<file path="src/logic/soc_params.svh">
// Purpose: Named offsets, field positions, reset values and timeout periods in ns for the output configuration block.
// Assumes: 10 MHz clock, registers at their printed offsets.
// Notes:   Definitions only.
`ifndef SOC_PARAMS_SVH
`define SOC_PARAMS_SVH

`define SOC_OFS_OUT1        8'h11
`define SOC_OFS_OUT2        8'h15
`define SOC_OFS_OUT3        8'h1C
`define SOC_OFS_OUT4        8'h23
`define SOC_OFS_OUT5        8'h2A
`define SOC_OFS_OUT6        8'h31
`define SOC_OFS_OUT7        8'h35
`define SOC_OFS_OUT8        8'h39
`define SOC_OFS_POLARITY    8'h3A
`define SOC_REBOOT_CMD      8'h88
`define SOC_CFG_RESET       8'h00
`define SOC_POL_RESET       8'hFF
`define SOC_NUM_OUT         8
`define SOC_NUM_REG         9
`define SOC_POL_IDX         4'h8
// Low-stage outputs (3-bit field): timeout [3:1] with stage [6:4], or timeout [4:2] with stage [7:5]
`define SOC_TMO_LO_A        1
`define SOC_TMO_LO_B        2
`define SOC_STG3_LO_A       4
`define SOC_STG3_LO_B       5
`define SOC_STG4_LSB        4
// Stage codes
`define SOC_S3_OD           3'h0
`define SOC_S3_PU_ABP       3'h5
`define SOC_S3_CP           3'h6
`define SOC_S4_OD           4'h0
`define SOC_S4_PU_ABP       4'h5
`define SOC_S4_PP_FIRST     4'h6
`define SOC_S4_PP_LAST8     4'h9
`define SOC_S4_PP_LAST5     4'h7
`define SOC_S3_PU_LAST8     3'h4
`define SOC_S3_PU_LAST5     3'h2
`define SOC_S4_PU_LAST8     4'h4
`define SOC_S4_PU_LAST5     4'h2
// Timeout periods in ns
`define SOC_CLK_NS          100
`define SOC_T0_NS           25000
`define SOC_T1_NS           1562500
`define SOC_T2_NS           6250000
`define SOC_T3_NS           25000000
`define SOC_T4_NS           50000000
`define SOC_T5_NS           200000000
`define SOC_T6_NS           400000000
`define SOC_T7_NS           1600000000

`endif

</file>
<file path="src/logic/soc_pkg.sv">
// Purpose: Types shared by the output configuration block.
// Assumes: Nothing beyond the params header.
// Notes:   Stage kinds as decoded for each output.
`default_nettype none
package soc_pkg;
  typedef enum logic [2:0] {
    soc_open_drain,
    soc_weak_pullup,
    soc_push_pull,
    soc_charge_pump
  } soc_stage_e;
  typedef logic [31:0] soc_count_t;
endpackage
`default_nettype wire

</file>
<file path="src/logic/soc_stage_decode.sv">
// Purpose: Decode one output's stage and timeout fields into kind, reference and period count.
// Assumes: Register byte as stored; variant and channel given as constants.
// Notes:   Purely combinational.
`include "soc_params.svh"
`timescale 1ns/1ps
`default_nettype none
module soc_stage_decode
  import soc_pkg::*;
#(
  parameter int CHANNEL = 0,
  parameter bit FIVE_OUT = 1'b0
) (
  input  wire logic [7:0] cfg,
  output soc_stage_e      kind,
  output logic [2:0]      ref_sel,
  output soc_count_t      period
);
  // Upper channels carry the 4-bit field with push-pull; lower carry 3-bit with charge pump
  localparam bit WIDE = FIVE_OUT ? (CHANNEL >= 2) : (CHANNEL >= 4);
  localparam bit HIGH_POS = FIVE_OUT ? 1'b1 : (CHANNEL >= 2);
  logic [2:0] stg3;
  logic [3:0] stg4;
  logic [2:0] tmo;

  function automatic soc_count_t cycles(input logic [2:0] code);
    case (code)
      3'h0:    cycles = soc_count_t'(`SOC_T0_NS / `SOC_CLK_NS);
      3'h1:    cycles = soc_count_t'(`SOC_T1_NS / `SOC_CLK_NS);
      3'h2:    cycles = soc_count_t'(`SOC_T2_NS / `SOC_CLK_NS);
      3'h3:    cycles = soc_count_t'(`SOC_T3_NS / `SOC_CLK_NS);
      3'h4:    cycles = soc_count_t'(`SOC_T4_NS / `SOC_CLK_NS);
      3'h5:    cycles = soc_count_t'(`SOC_T5_NS / `SOC_CLK_NS);
      3'h6:    cycles = soc_count_t'(`SOC_T6_NS / `SOC_CLK_NS);
      default: cycles = soc_count_t'(`SOC_T7_NS / `SOC_CLK_NS);
    endcase
  endfunction

  always_comb begin
    stg4 = cfg[`SOC_STG4_LSB +: 4];
    if (WIDE) begin
      stg3 = 3'h0;
      tmo  = cfg[`SOC_TMO_LO_A +: 3];
    end else if (HIGH_POS) begin
      stg3 = cfg[`SOC_STG3_LO_B +: 3];
      tmo  = cfg[`SOC_TMO_LO_B +: 3];
    end else begin
      stg3 = cfg[`SOC_STG3_LO_A +: 3];
      tmo  = cfg[`SOC_TMO_LO_A +: 3];
    end
    period  = cycles(tmo);
    kind    = soc_open_drain;
    ref_sel = 3'h0;
    if (WIDE) begin
      if (stg4 != `SOC_S4_OD &&
          stg4 <= (FIVE_OUT ? `SOC_S4_PU_LAST5 : `SOC_S4_PU_LAST8)) begin
        kind    = soc_weak_pullup;
        ref_sel = stg4[2:0] - 3'h1;
      end else if (stg4 == `SOC_S4_PU_ABP) begin
        kind    = soc_weak_pullup;
        ref_sel = 3'h4;
      end else if (stg4 >= `SOC_S4_PP_FIRST &&
                   stg4 <= (FIVE_OUT ? `SOC_S4_PP_LAST5 : `SOC_S4_PP_LAST8)) begin
        kind    = soc_push_pull;
        ref_sel = 3'(stg4 - `SOC_S4_PP_FIRST);
      end
    end else begin
      if (stg3 != `SOC_S3_OD &&
          stg3 <= (FIVE_OUT ? `SOC_S3_PU_LAST5 : `SOC_S3_PU_LAST8)) begin
        kind    = soc_weak_pullup;
        ref_sel = stg3 - 3'h1;
      end else if (stg3 == `SOC_S3_PU_ABP) begin
        kind    = soc_weak_pullup;
        ref_sel = 3'h4;
      end else if (stg3 == `SOC_S3_CP) begin
        kind = soc_charge_pump;
      end
    end
  end
endmodule
`default_nettype wire

</file>
<file path="src/logic/soc_output_config.sv">
// Purpose: Volatile output configuration registers and per-output drive control.
// Assumes: Serial front end delivers decoded byte writes, reads and commands.
// Notes:   Outputs are registered; FIVE_OUT selects the five-output variant.
//
// Function
// - Polarity bit per output: 0 asserts low, 1 asserts high.
// - Eight-output outputs 1-4: 3-bit stage, open drain, pullups, charge pump.
// - Eight-output outputs 5-8: 4-bit stage, open drain, pullups, push-pull.
// - Five-output outputs 1-2: codes 011 and 100 unused.
// - Five-output outputs 3-5: push-pull only to inputs one and two (ref_sel 0 and 1).
// - Three-bit timeout code selects period from 25us to 1600ms.
// - Charge pump only on the low-group outputs.
// - Push-pull only on the high-group outputs, referencing one monitored input.
// - Every output accepts weak pullup to an input or internal rail.
// - Open drain only pulls low or floats, never drives high.
// - Defaults are 00h everywhere, polarity FFh: active high, open drain.
// - Reboot command 88h reloads volatile registers from nonvolatile store.
`include "soc_params.svh"
`timescale 1ns/1ps
`default_nettype none
module soc_output_config
  import soc_pkg::*;
#(
  parameter bit FIVE_OUT = 1'b0
) (
  input  wire logic                       clock,
  input  wire logic                       rst,
  input  wire logic                       clk_en,
  input  wire logic                       wr_en,
  input  wire logic                       rd_en,
  input  wire logic [7:0]                 addr,
  input  wire logic [7:0]                 wdata,
  input  wire logic                       cmd_valid,
  input  wire logic [7:0]                 cmd_byte,
  input  wire logic [8*`SOC_NUM_REG-1:0]  nv_image,
  input  wire logic [`SOC_NUM_OUT-1:0]    assert_req,
  output logic      [7:0]                 rdata,
  output logic                            rd_valid,
  output logic                            rd_error,
  output logic                            reloading,
  output logic      [`SOC_NUM_OUT-1:0]    pin_drive_low,
  output logic      [`SOC_NUM_OUT-1:0]    pin_drive_high,
  output logic      [`SOC_NUM_OUT-1:0]    pin_pullup_en,
  output logic      [`SOC_NUM_OUT-1:0]    pin_pump_en,
  output logic      [3*`SOC_NUM_OUT-1:0]  pin_ref_sel,
  output logic      [`SOC_NUM_OUT-1:0]    deassert_done
);
  logic [7:0]  regs [`SOC_NUM_REG];
  soc_stage_e  kind [`SOC_NUM_OUT];
  logic [2:0]  rsel [`SOC_NUM_OUT];
  soc_count_t  period [`SOC_NUM_OUT];
  soc_count_t  tcount [`SOC_NUM_OUT];
  logic [`SOC_NUM_OUT-1:0] active;
  logic [`SOC_NUM_OUT-1:0] level;
  logic [7:0]              pol_used;

  // Returns register index for an address, or NUM_REG when unmapped
  function automatic logic [3:0] reg_index(input logic [7:0] a);
    case (a)
      `SOC_OFS_OUT1:     reg_index = 4'h0;
      `SOC_OFS_OUT2:     reg_index = 4'h1;
      `SOC_OFS_OUT3:     reg_index = 4'h2;
      `SOC_OFS_OUT4:     reg_index = 4'h3;
      `SOC_OFS_OUT5:     reg_index = 4'h4;
      `SOC_OFS_OUT6:     reg_index = 4'h5;
      `SOC_OFS_OUT7:     reg_index = 4'h6;
      `SOC_OFS_OUT8:     reg_index = 4'h7;
      `SOC_OFS_POLARITY: reg_index = `SOC_POL_IDX;
      default:           reg_index = 4'(`SOC_NUM_REG);
    endcase
  endfunction

  // Five-output variant maps its outputs onto offsets 1Ch..35h and polarity bits 2..6
  localparam int BASE = FIVE_OUT ? 2 : 0;
  localparam int NUSED = FIVE_OUT ? 5 : 8;

  always_ff @(posedge clock) begin
    if (rst) begin
      for (int i = 0; i < `SOC_NUM_REG; i++) begin
        regs[i] <= `SOC_CFG_RESET;
      end
      regs[`SOC_POL_IDX] <= `SOC_POL_RESET;
      reloading <= 1'b0;
    end else if (clk_en) begin
      reloading <= 1'b0;
      if (cmd_valid && cmd_byte == `SOC_REBOOT_CMD) begin
        // Reload has priority over a same-cycle write so the image is restored whole
        for (int i = 0; i < `SOC_NUM_REG; i++) begin
          regs[i] <= nv_image[8*i +: 8];
        end
        reloading <= 1'b1;
      end else if (wr_en && reg_index(addr) != 4'(`SOC_NUM_REG)) begin
        regs[reg_index(addr)] <= wdata;
      end
    end
  end

  always_ff @(posedge clock) begin
    if (rst) begin
      rdata    <= 8'h00;
      rd_valid <= 1'b0;
      rd_error <= 1'b0;
    end else if (clk_en) begin
      rd_valid <= rd_en && reg_index(addr) != 4'(`SOC_NUM_REG);
      rd_error <= rd_en && reg_index(addr) == 4'(`SOC_NUM_REG);
      if (rd_en && reg_index(addr) != 4'(`SOC_NUM_REG)) begin
        rdata <= regs[reg_index(addr)];
      end else begin
        rdata <= 8'h00;
      end
    end
  end

  genvar g;
  generate
    for (g = 0; g < `SOC_NUM_OUT; g++) begin : gen_out
      if (g < NUSED) begin : gen_used
        soc_stage_decode #(
          .CHANNEL  (g),
          .FIVE_OUT (FIVE_OUT)
        ) u_dec (
          .cfg     (regs[g + BASE]),
          .kind    (kind[g]),
          .ref_sel (rsel[g]),
          .period  (period[g])
        );
      end else begin : gen_unused
        assign kind[g]   = soc_open_drain;
        assign rsel[g]   = 3'h0;
        assign period[g] = '0;
      end
    end
  endgenerate

  // Assertion follows the request at once; release waits the timeout period
  always_ff @(posedge clock) begin
    if (rst) begin
      active        <= '0;
      deassert_done <= '0;
      for (int i = 0; i < `SOC_NUM_OUT; i++) begin
        tcount[i] <= '0;
      end
    end else if (clk_en) begin
      for (int i = 0; i < `SOC_NUM_OUT; i++) begin
        deassert_done[i] <= 1'b0;
        if (i >= NUSED) begin
          active[i] <= 1'b0;
          tcount[i] <= '0;
        end else if (assert_req[i]) begin
          active[i] <= 1'b1;
          tcount[i] <= '0;
        end else if (active[i]) begin
          if (tcount[i] + 32'h1 >= period[i]) begin
            active[i]        <= 1'b0;
            deassert_done[i] <= 1'b1;
            tcount[i]        <= '0;
          end else begin
            tcount[i] <= tcount[i] + 32'h1;
          end
        end
      end
    end
  end

  // Pin level is high when the active state matches the polarity bit
  always_comb begin
    pol_used = regs[`SOC_POL_IDX] >> BASE;
    for (int i = 0; i < `SOC_NUM_OUT; i++) begin
      level[i] = (i < NUSED) ? (active[i] == pol_used[i]) : 1'b0;
    end
  end

  always_ff @(posedge clock) begin
    if (rst) begin
      pin_drive_low  <= '0;
      pin_drive_high <= '0;
      pin_pullup_en  <= '0;
      pin_pump_en    <= '0;
      pin_ref_sel    <= '0;
    end else if (clk_en) begin
      for (int i = 0; i < `SOC_NUM_OUT; i++) begin
        pin_ref_sel[3*i +: 3] <= rsel[i];
        pin_drive_low[i]  <= (i < NUSED) && !level[i];
        pin_drive_high[i] <= level[i] && kind[i] == soc_push_pull;
        pin_pullup_en[i]  <= level[i] && kind[i] == soc_weak_pullup;
        pin_pump_en[i]    <= level[i] && kind[i] == soc_charge_pump;
      end
    end
  end
endmodule
`default_nettype wire

</file>
<file path="config.mk">
export PLATFORM = sky130hd
export DESIGN_NAME = soc_output_config
export DESIGN_NICKNAME = d
export VERILOG_FILES = /design/src/logic/soc_pkg.sv /design/src/logic/soc_stage_decode.sv /design/src/logic/soc_output_config.sv
export VERILOG_INCLUDE_DIRS = /design/src /design/src/logic
export SDC_FILE = /design/constraint.sdc
export NUM_CORES = 1
export LEC_CHECK = 0
export BUFFER_PORTS_ARGS = -buffer_cell sky130_fd_sc_hd__buf_2
export CORE_MARGIN = 3
export CORE_UTILIZATION = 50
export DETAILED_ROUTE_END_ITERATION = 8
export PLACE_DENSITY = 0.64
export SETUP_SLACK_MARGIN = 0.02
export SLEW_MARGIN = 20
export SYNTH_ARGS = -nofsm -noshare
export SYNTH_HDL_FRONTEND = slang
export SYNTH_HIERARCHICAL = 1
export SYNTH_SLANG_ARGS = --single-unit
</file>
<file path="constraint.sdc">
create_clock -name clock -period 4.2 [get_ports clock]
set_clock_uncertainty 0.2 [all_clocks]
set_input_delay 0.42 -clock clock [delete_from_list [all_inputs] [get_ports clock]]
set_output_delay 0.42 -clock clock [all_outputs]
set_load 0.01 [all_outputs]
</file>
Word-level counts from Yosys, hierarchy flattened
Memories as Yosys holds them, arrays and structs flattened.
Index checks and enable logic that the tools add are counted.
{"block": "classes", "reduce_logical": 65, "addsub": 20, "order_cmp": 24, "bitwise": 34, "eq_ne": 105, "muxes": 250}
{"cell": "one-hot mux 24 bit (7 select lines)", "count": 8}
{"cell": "2-to-1 mux 32 bit", "count": 24}
{"cell": "adder 32 x 1 -> 32 bit, second input constant", "count": 8}
{"cell": "greater-or-equal comparator 32 bit", "count": 8}
{"cell": "2-to-1 mux 1 bit", "count": 148}
{"cell": "2-to-1 mux 3 bit", "count": 36}
{"cell": "== test 3 x 2 -> 1 bit, second input constant", "count": 32}
{"cell": "== test 3 bit, second input constant", "count": 32}
{"cell": "2-to-1 mux 8 bit", "count": 12}
{"cell": "2-to-1 mux 4 bit", "count": 13}
{"cell": "== test 3 x 1 -> 1 bit, second input constant", "count": 16}
{"cell": "== test 8 x 6 -> 1 bit, second input constant", "count": 6}
{"cell": "logical AND 1 bit", "count": 40}
{"cell": "one-hot mux 4 bit (9 select lines)", "count": 1}
{"cell": "OR 1 bit", "count": 34}
{"cell": "== test 8 x 5 -> 1 bit, second input constant", "count": 3}
{"cell": "zero test 3 bit", "count": 8}
{"cell": "subtractor 3 x 1 -> 3 bit, second input constant", "count": 8}
{"cell": "== test 4 x 3 -> 1 bit, second input constant", "count": 4}
{"cell": "greater-or-equal comparator 4 x 3 -> 1 bit, second input constant", "count": 4}
{"cell": "<= comparator 4 x 3 -> 1 bit, second input constant", "count": 4}
{"cell": "<= comparator 4 bit, second input constant", "count": 4}
{"cell": "2-to-1 mux 2 bit", "count": 8}
{"cell": "nonzero test 4 bit", "count": 4}
{"cell": "9 further kinds", "count": 33}
{"block": "word_totals", "mem_count": 2, "output_inout_bits": 75, "ram_bits": 328, "register_bits": 83, "word_cells": 511}
{"memory": "tcount", "words": 8, "word_bits": 32, "rd": 8, "rd_clocked_by_memory_dff": 0, "write_ports": 8, "line": "soc_output_config.sv:52", "source": "soc_count_t tcount [`SOC_NUM_OUT];"}
{"memory": "regs", "words": 9, "word_bits": 8, "rd": 10, "rd_clocked_by_memory_dff": 0, "write_ports": 9, "line": "soc_output_config.sv:48", "source": "logic [7:0] regs [`SOC_NUM_REG];"}

Depth between registers and ports, before layout
{"block": "depth", "depth_word": 14, "depth_mapped": 16}

Cells and area by module
Netlist, hierarchy kept.
{"mod": "soc_output_config", "cells_each": 2688, "instances": 1, "area_per_inst_um2": 26945.8, "seq_area_each_um2": 11601.1}
{"mod": "soc_stage_decode at gen_out[0].gen_used.u_dec ...", "cells_each": 57, "instances": 4, "area_per_inst_um2": 407.9, "seq_area_each_um2": 0.0}
{"mod": "soc_stage_decode at gen_out[4].gen_used.u_dec ...", "cells_each": 71, "instances": 3, "area_per_inst_um2": 457.9, "seq_area_each_um2": 0.0}
{"mod": "soc_stage_decode at gen_out[7].gen_used.u_dec", "cells_each": 71, "instances": 1, "area_per_inst_um2": 449.2, "seq_area_each_um2": 0.0}

Least setup slack after synthesis
Ideal clock, no wire load.
{"block": "synth_path", "path_kind": "flip-flop to flip-flop", "from": "memory tcount[1][34] (netlist name)", "to": "memory tcount[1][56] (netlist name) (data pin)", "stages_incl_launch_ff": 15, "setup_time_ns": 0.266, "path_slack_ns": 0.496, "t_arrival_ns": 3.238, "path_cell_list": "edfxtp_1 and4_1 nand4_1 nor3_1 and3_1 nand3_1 xnor2_1 ha_1 nand2_1 nor4_1 and3_1 a21boi_0 o2111ai_1 clkbuf_1 nor2b_1"}
{"item": "start: declaration", "line": "soc_output_config.sv:52"}

==> run_results.csv <==
group,metric,value,unit
sta,hold_slack,44.83,ps
setup_path,crit_type,"flip-flop to flip-flop",
setup_path,max_stage_delay,490,ps
yosys,yosys_warnings,6,
global_route,grt_antenna_before_repair,2,
detailed_routing,drc,0,
sta,period_share,92.82,%
detailed_routing,detail-route-antenna-nets,0,
yosys,syn_inst,3200,
sta,period_minus_slack,3898,ps
floorplan,die_w,252.6,um
sta,relSlewSlack,41.65,%
flow_run,drv_cap,0,
sta,tightestPinTransition,873.2,ps
finish,nNetsFinal,3884,
placed_design,routabilityCongestion,0.8862,
yosys,yosysTopAreaCell,"edfxtp_1",
sta,max_freq,256.5,MHz
clocking,cts_made_buffers,51,
finish,drive_above_1_share,11.09,%
sta,grt_setup_unrepaired,"false",
setup_path,critPathArrivalTime,4210,ps
yosys,syn_area,30400,sq um
yosys,syn_area_per_cell,9.500,sq um
clocking,clk_pin_slew_worst_paths,60,ps
floorplan,start_util,51.03,%
pwr,vdd_ir_drop_max,0.2816,mV
global_route,grt.total_usage,24.05,%
yosys,synthTopCellsByArea,"edfxtp_1 33%, ha_1 13%, dfxtp_1 5.5%",
global_route,grt_pass1_vias,23380,
global_route,overflow,0,
yosys,synth-edff-count,331,
clocking,clk_path_buf_depth,3,
clocking,cts_setup_buffers,0,
setup_path,startpoint_type,"flip-flop",
global_route,grt_pass1_wl,122.0,mm
clocking,cts-root-buf,"clkbuf_16",
yosys,synth_common_cells,"332 x inv_1, 331 x edfxtp_1, 316 x ha_1, 256 x nor2b_1, 228 x nor2_1",
floorplan,num_rows,89,
floorplan,num_io_pins,185,
sta,maxSlewViolCount,0,
floorplan,die_area,63800,sq um
yosys,synthFlopType,"edfxtp_1",
yosys,yosys.area.top_type_share,32.70,%
pwr,p_leak,15.05,nW
sta,setup_viol,0,
setup_path,cp_slowest_cell,"or3b_2",
clocking,cts_tree,"built",
detailed_routing,vias,23650,
pwr,powerDensity,323.9,nW/um^2
setup_path,cp.required,4510,ps
hold_path,min_path_type,"primary input to flip-flop",
clocking,clk_latency,600,ps
floorplan,coreArea,59580,sq um
pwr,power,11.20,mW
finish,n_fill_cell,5092,
floorplan,fp.dieH,252.6,um
clocking,cts.sinks,414,
detailed_routing,first_pass_iters,5,
clocking,cts_max_level,2,
finish,area_delta_synth_final,13.74,%
yosys,synthArstFlopShare,0,%
yosys,yosysMostFrequentCell,"inv_1",
finish,diodes,0,
setup_path,path_cells,"and3_1 -> nand3_1 -> nor4_1 -> buf_4 -> and2_1 -> and3_1 -> xor2_1 -> ha_1 -> a21o_1 -> a21o_1 -> a21oi_1 -> o21ai_0 -> or3b_2 -> a311oi_1",
sta,setup_tns,0,ps
placed_design,io_buffers,184,
detailed_routing,wl_per_cell,18.25,um
detailed_routing,via_per_inst,5.534,
detailed_routing,wirelength,78.00,mm
setup_path,path_max_fanout,4,
yosys,synth-seq-cells,414,
status,status,"finished clean",
setup_path,cp-end-kind,"flip-flop",
yosys,synth_cell_types,73,
sta,finalHoldViolations,0,
global_route,grt_max_degree,42,
detailed_routing,detail_route.iter0.violations,1615,
placed_design,place_hpwl,59.19,mm
yosys,yosysSeqAreaShare,38.16,%
cell type report:
| type | instances | area, sq um | share of cell area [%] |
|---|---|---|---|
| Timing Repair Buffer | 330 | 2293 | 6.633 |
| Clock buffer | 65 | 1410 | 4.078 |
| Multi-Input combinational cell | 2322 | 16660 | 48.19 |
| Tap cell | 773 | 967.2 | 2.797 |
| Clock inverter | 30 | 371.6 | 1.075 |
| Sequential cell | 414 | 11600 | 33.55 |
| Inverter | 339 | 1272 | 3.680 |
flip-flops by register name (all words and copies together) (netlist names):
name            flops
tcount            256
regs               75
pin_ref_sel        24
active              8
deassert_done       8
pin_drive_high      8
pin_drive_low       8
pin_pullup_en       8
pin_pump_en         8
rdata               8
rd_error            1
rd_valid            1
reloading           1
worst max-delay path, delay by kind of cell (launching register included):
kind / cells / cell delay, ps
AOI/OAI and AO/OA: 5 / 880
xor gates and xnor gates: 1 / 200
adders and majority gates: 1 / 280
buffers and inverters: 1 / 170
DFF: 1 / 400
and+or+nand+nor: 6 / 1650
through the flow:
step                      instance area [sq um]  instances  setup slack, ps  util, %
after floorplan                           30680       3274            495.7        -
after global placement                    31980       4100            324.2    53.68
after detailed placement                  31980       4100            160.1    53.68
after CTS                                 34550       4273            130.9    57.99
after global routing                      34580       4273            23.04    58.04
final                                     34580       4273            301.6    58.04
placed cells by master (no fill, tap or decap), drive strengths merged, types with 88 or more instances in the layout:
cell      n
a21oi    88
buf     252
edfxtp  331
ha      316
inv     340
nand2   156
nand3   111
nand4    94
nor2    233
nor2b   256
o21ai    88
xnor2   171
xor2    113
worst paths after layout:
| check | startpoint | end | slack (ps) | depth (start not counted) |
|---|---|---|---|---|
| max reg2reg | tcount[0][32]$_SDFFCE_PN0P_ | active[1]$_SDFFE_PP0P_ | 300 | 14 |
| min reg2reg | rd_valid$_SDFFE_PP0P_ | rd_valid$_SDFFE_PP0P_ | 240 | 2 |
| max | tcount[0][32]$_SDFFCE_PN0P_ | active[1]$_SDFFE_PP0P_ | 300 | 14 |
| min | nv_image[69] | regs[8][5]$_DFFE_PP_ | 40 | 3 |
cells by family after synthesis:
| family | count (synthesis) | share of synthesized area, % |
|---|---|---|
| XOR/XNOR | 284 | 8.281 |
| adder cells (fa/ha/maj) | 316 | 13.01 |
| multiplexers | 37 | 1.222 |
| AO/OA/AOI/OAI | 467 | 10.81 |
| other | 9 | 0.1111 |
| flip-flops | 414 | 38.16 |
| AND/OR/NAND/NOR | 1135 | 20.29 |
| buffers and inverters | 538 | 8.120 |
metal layers:
metal  global-route usage [%]  vias up  part of all wire [%]
met5                        0        -                     0
met3                    4.497      158                   6.9
met1                    31.26    11210                    43
met4                    10.20        0                   4.3
li1                         -    11600                     -
met2                    39.43      688                    45
repair_timing:
item                       4_1_cts  5_1_grt
hold buffers                    78        0
setup endpoints to repair        0      100
gates resized for setup          0        5
hold endpoints to repair        79        0
power breakdown:
part	switching, mW	internal (mW)	leakage (nW)
clock network	1.83	2.86	0.874
logic	0.892	0.712	10.0
registers	0.253	4.65	4.15
No activity file was read; power rests on OpenSTA's default activity.
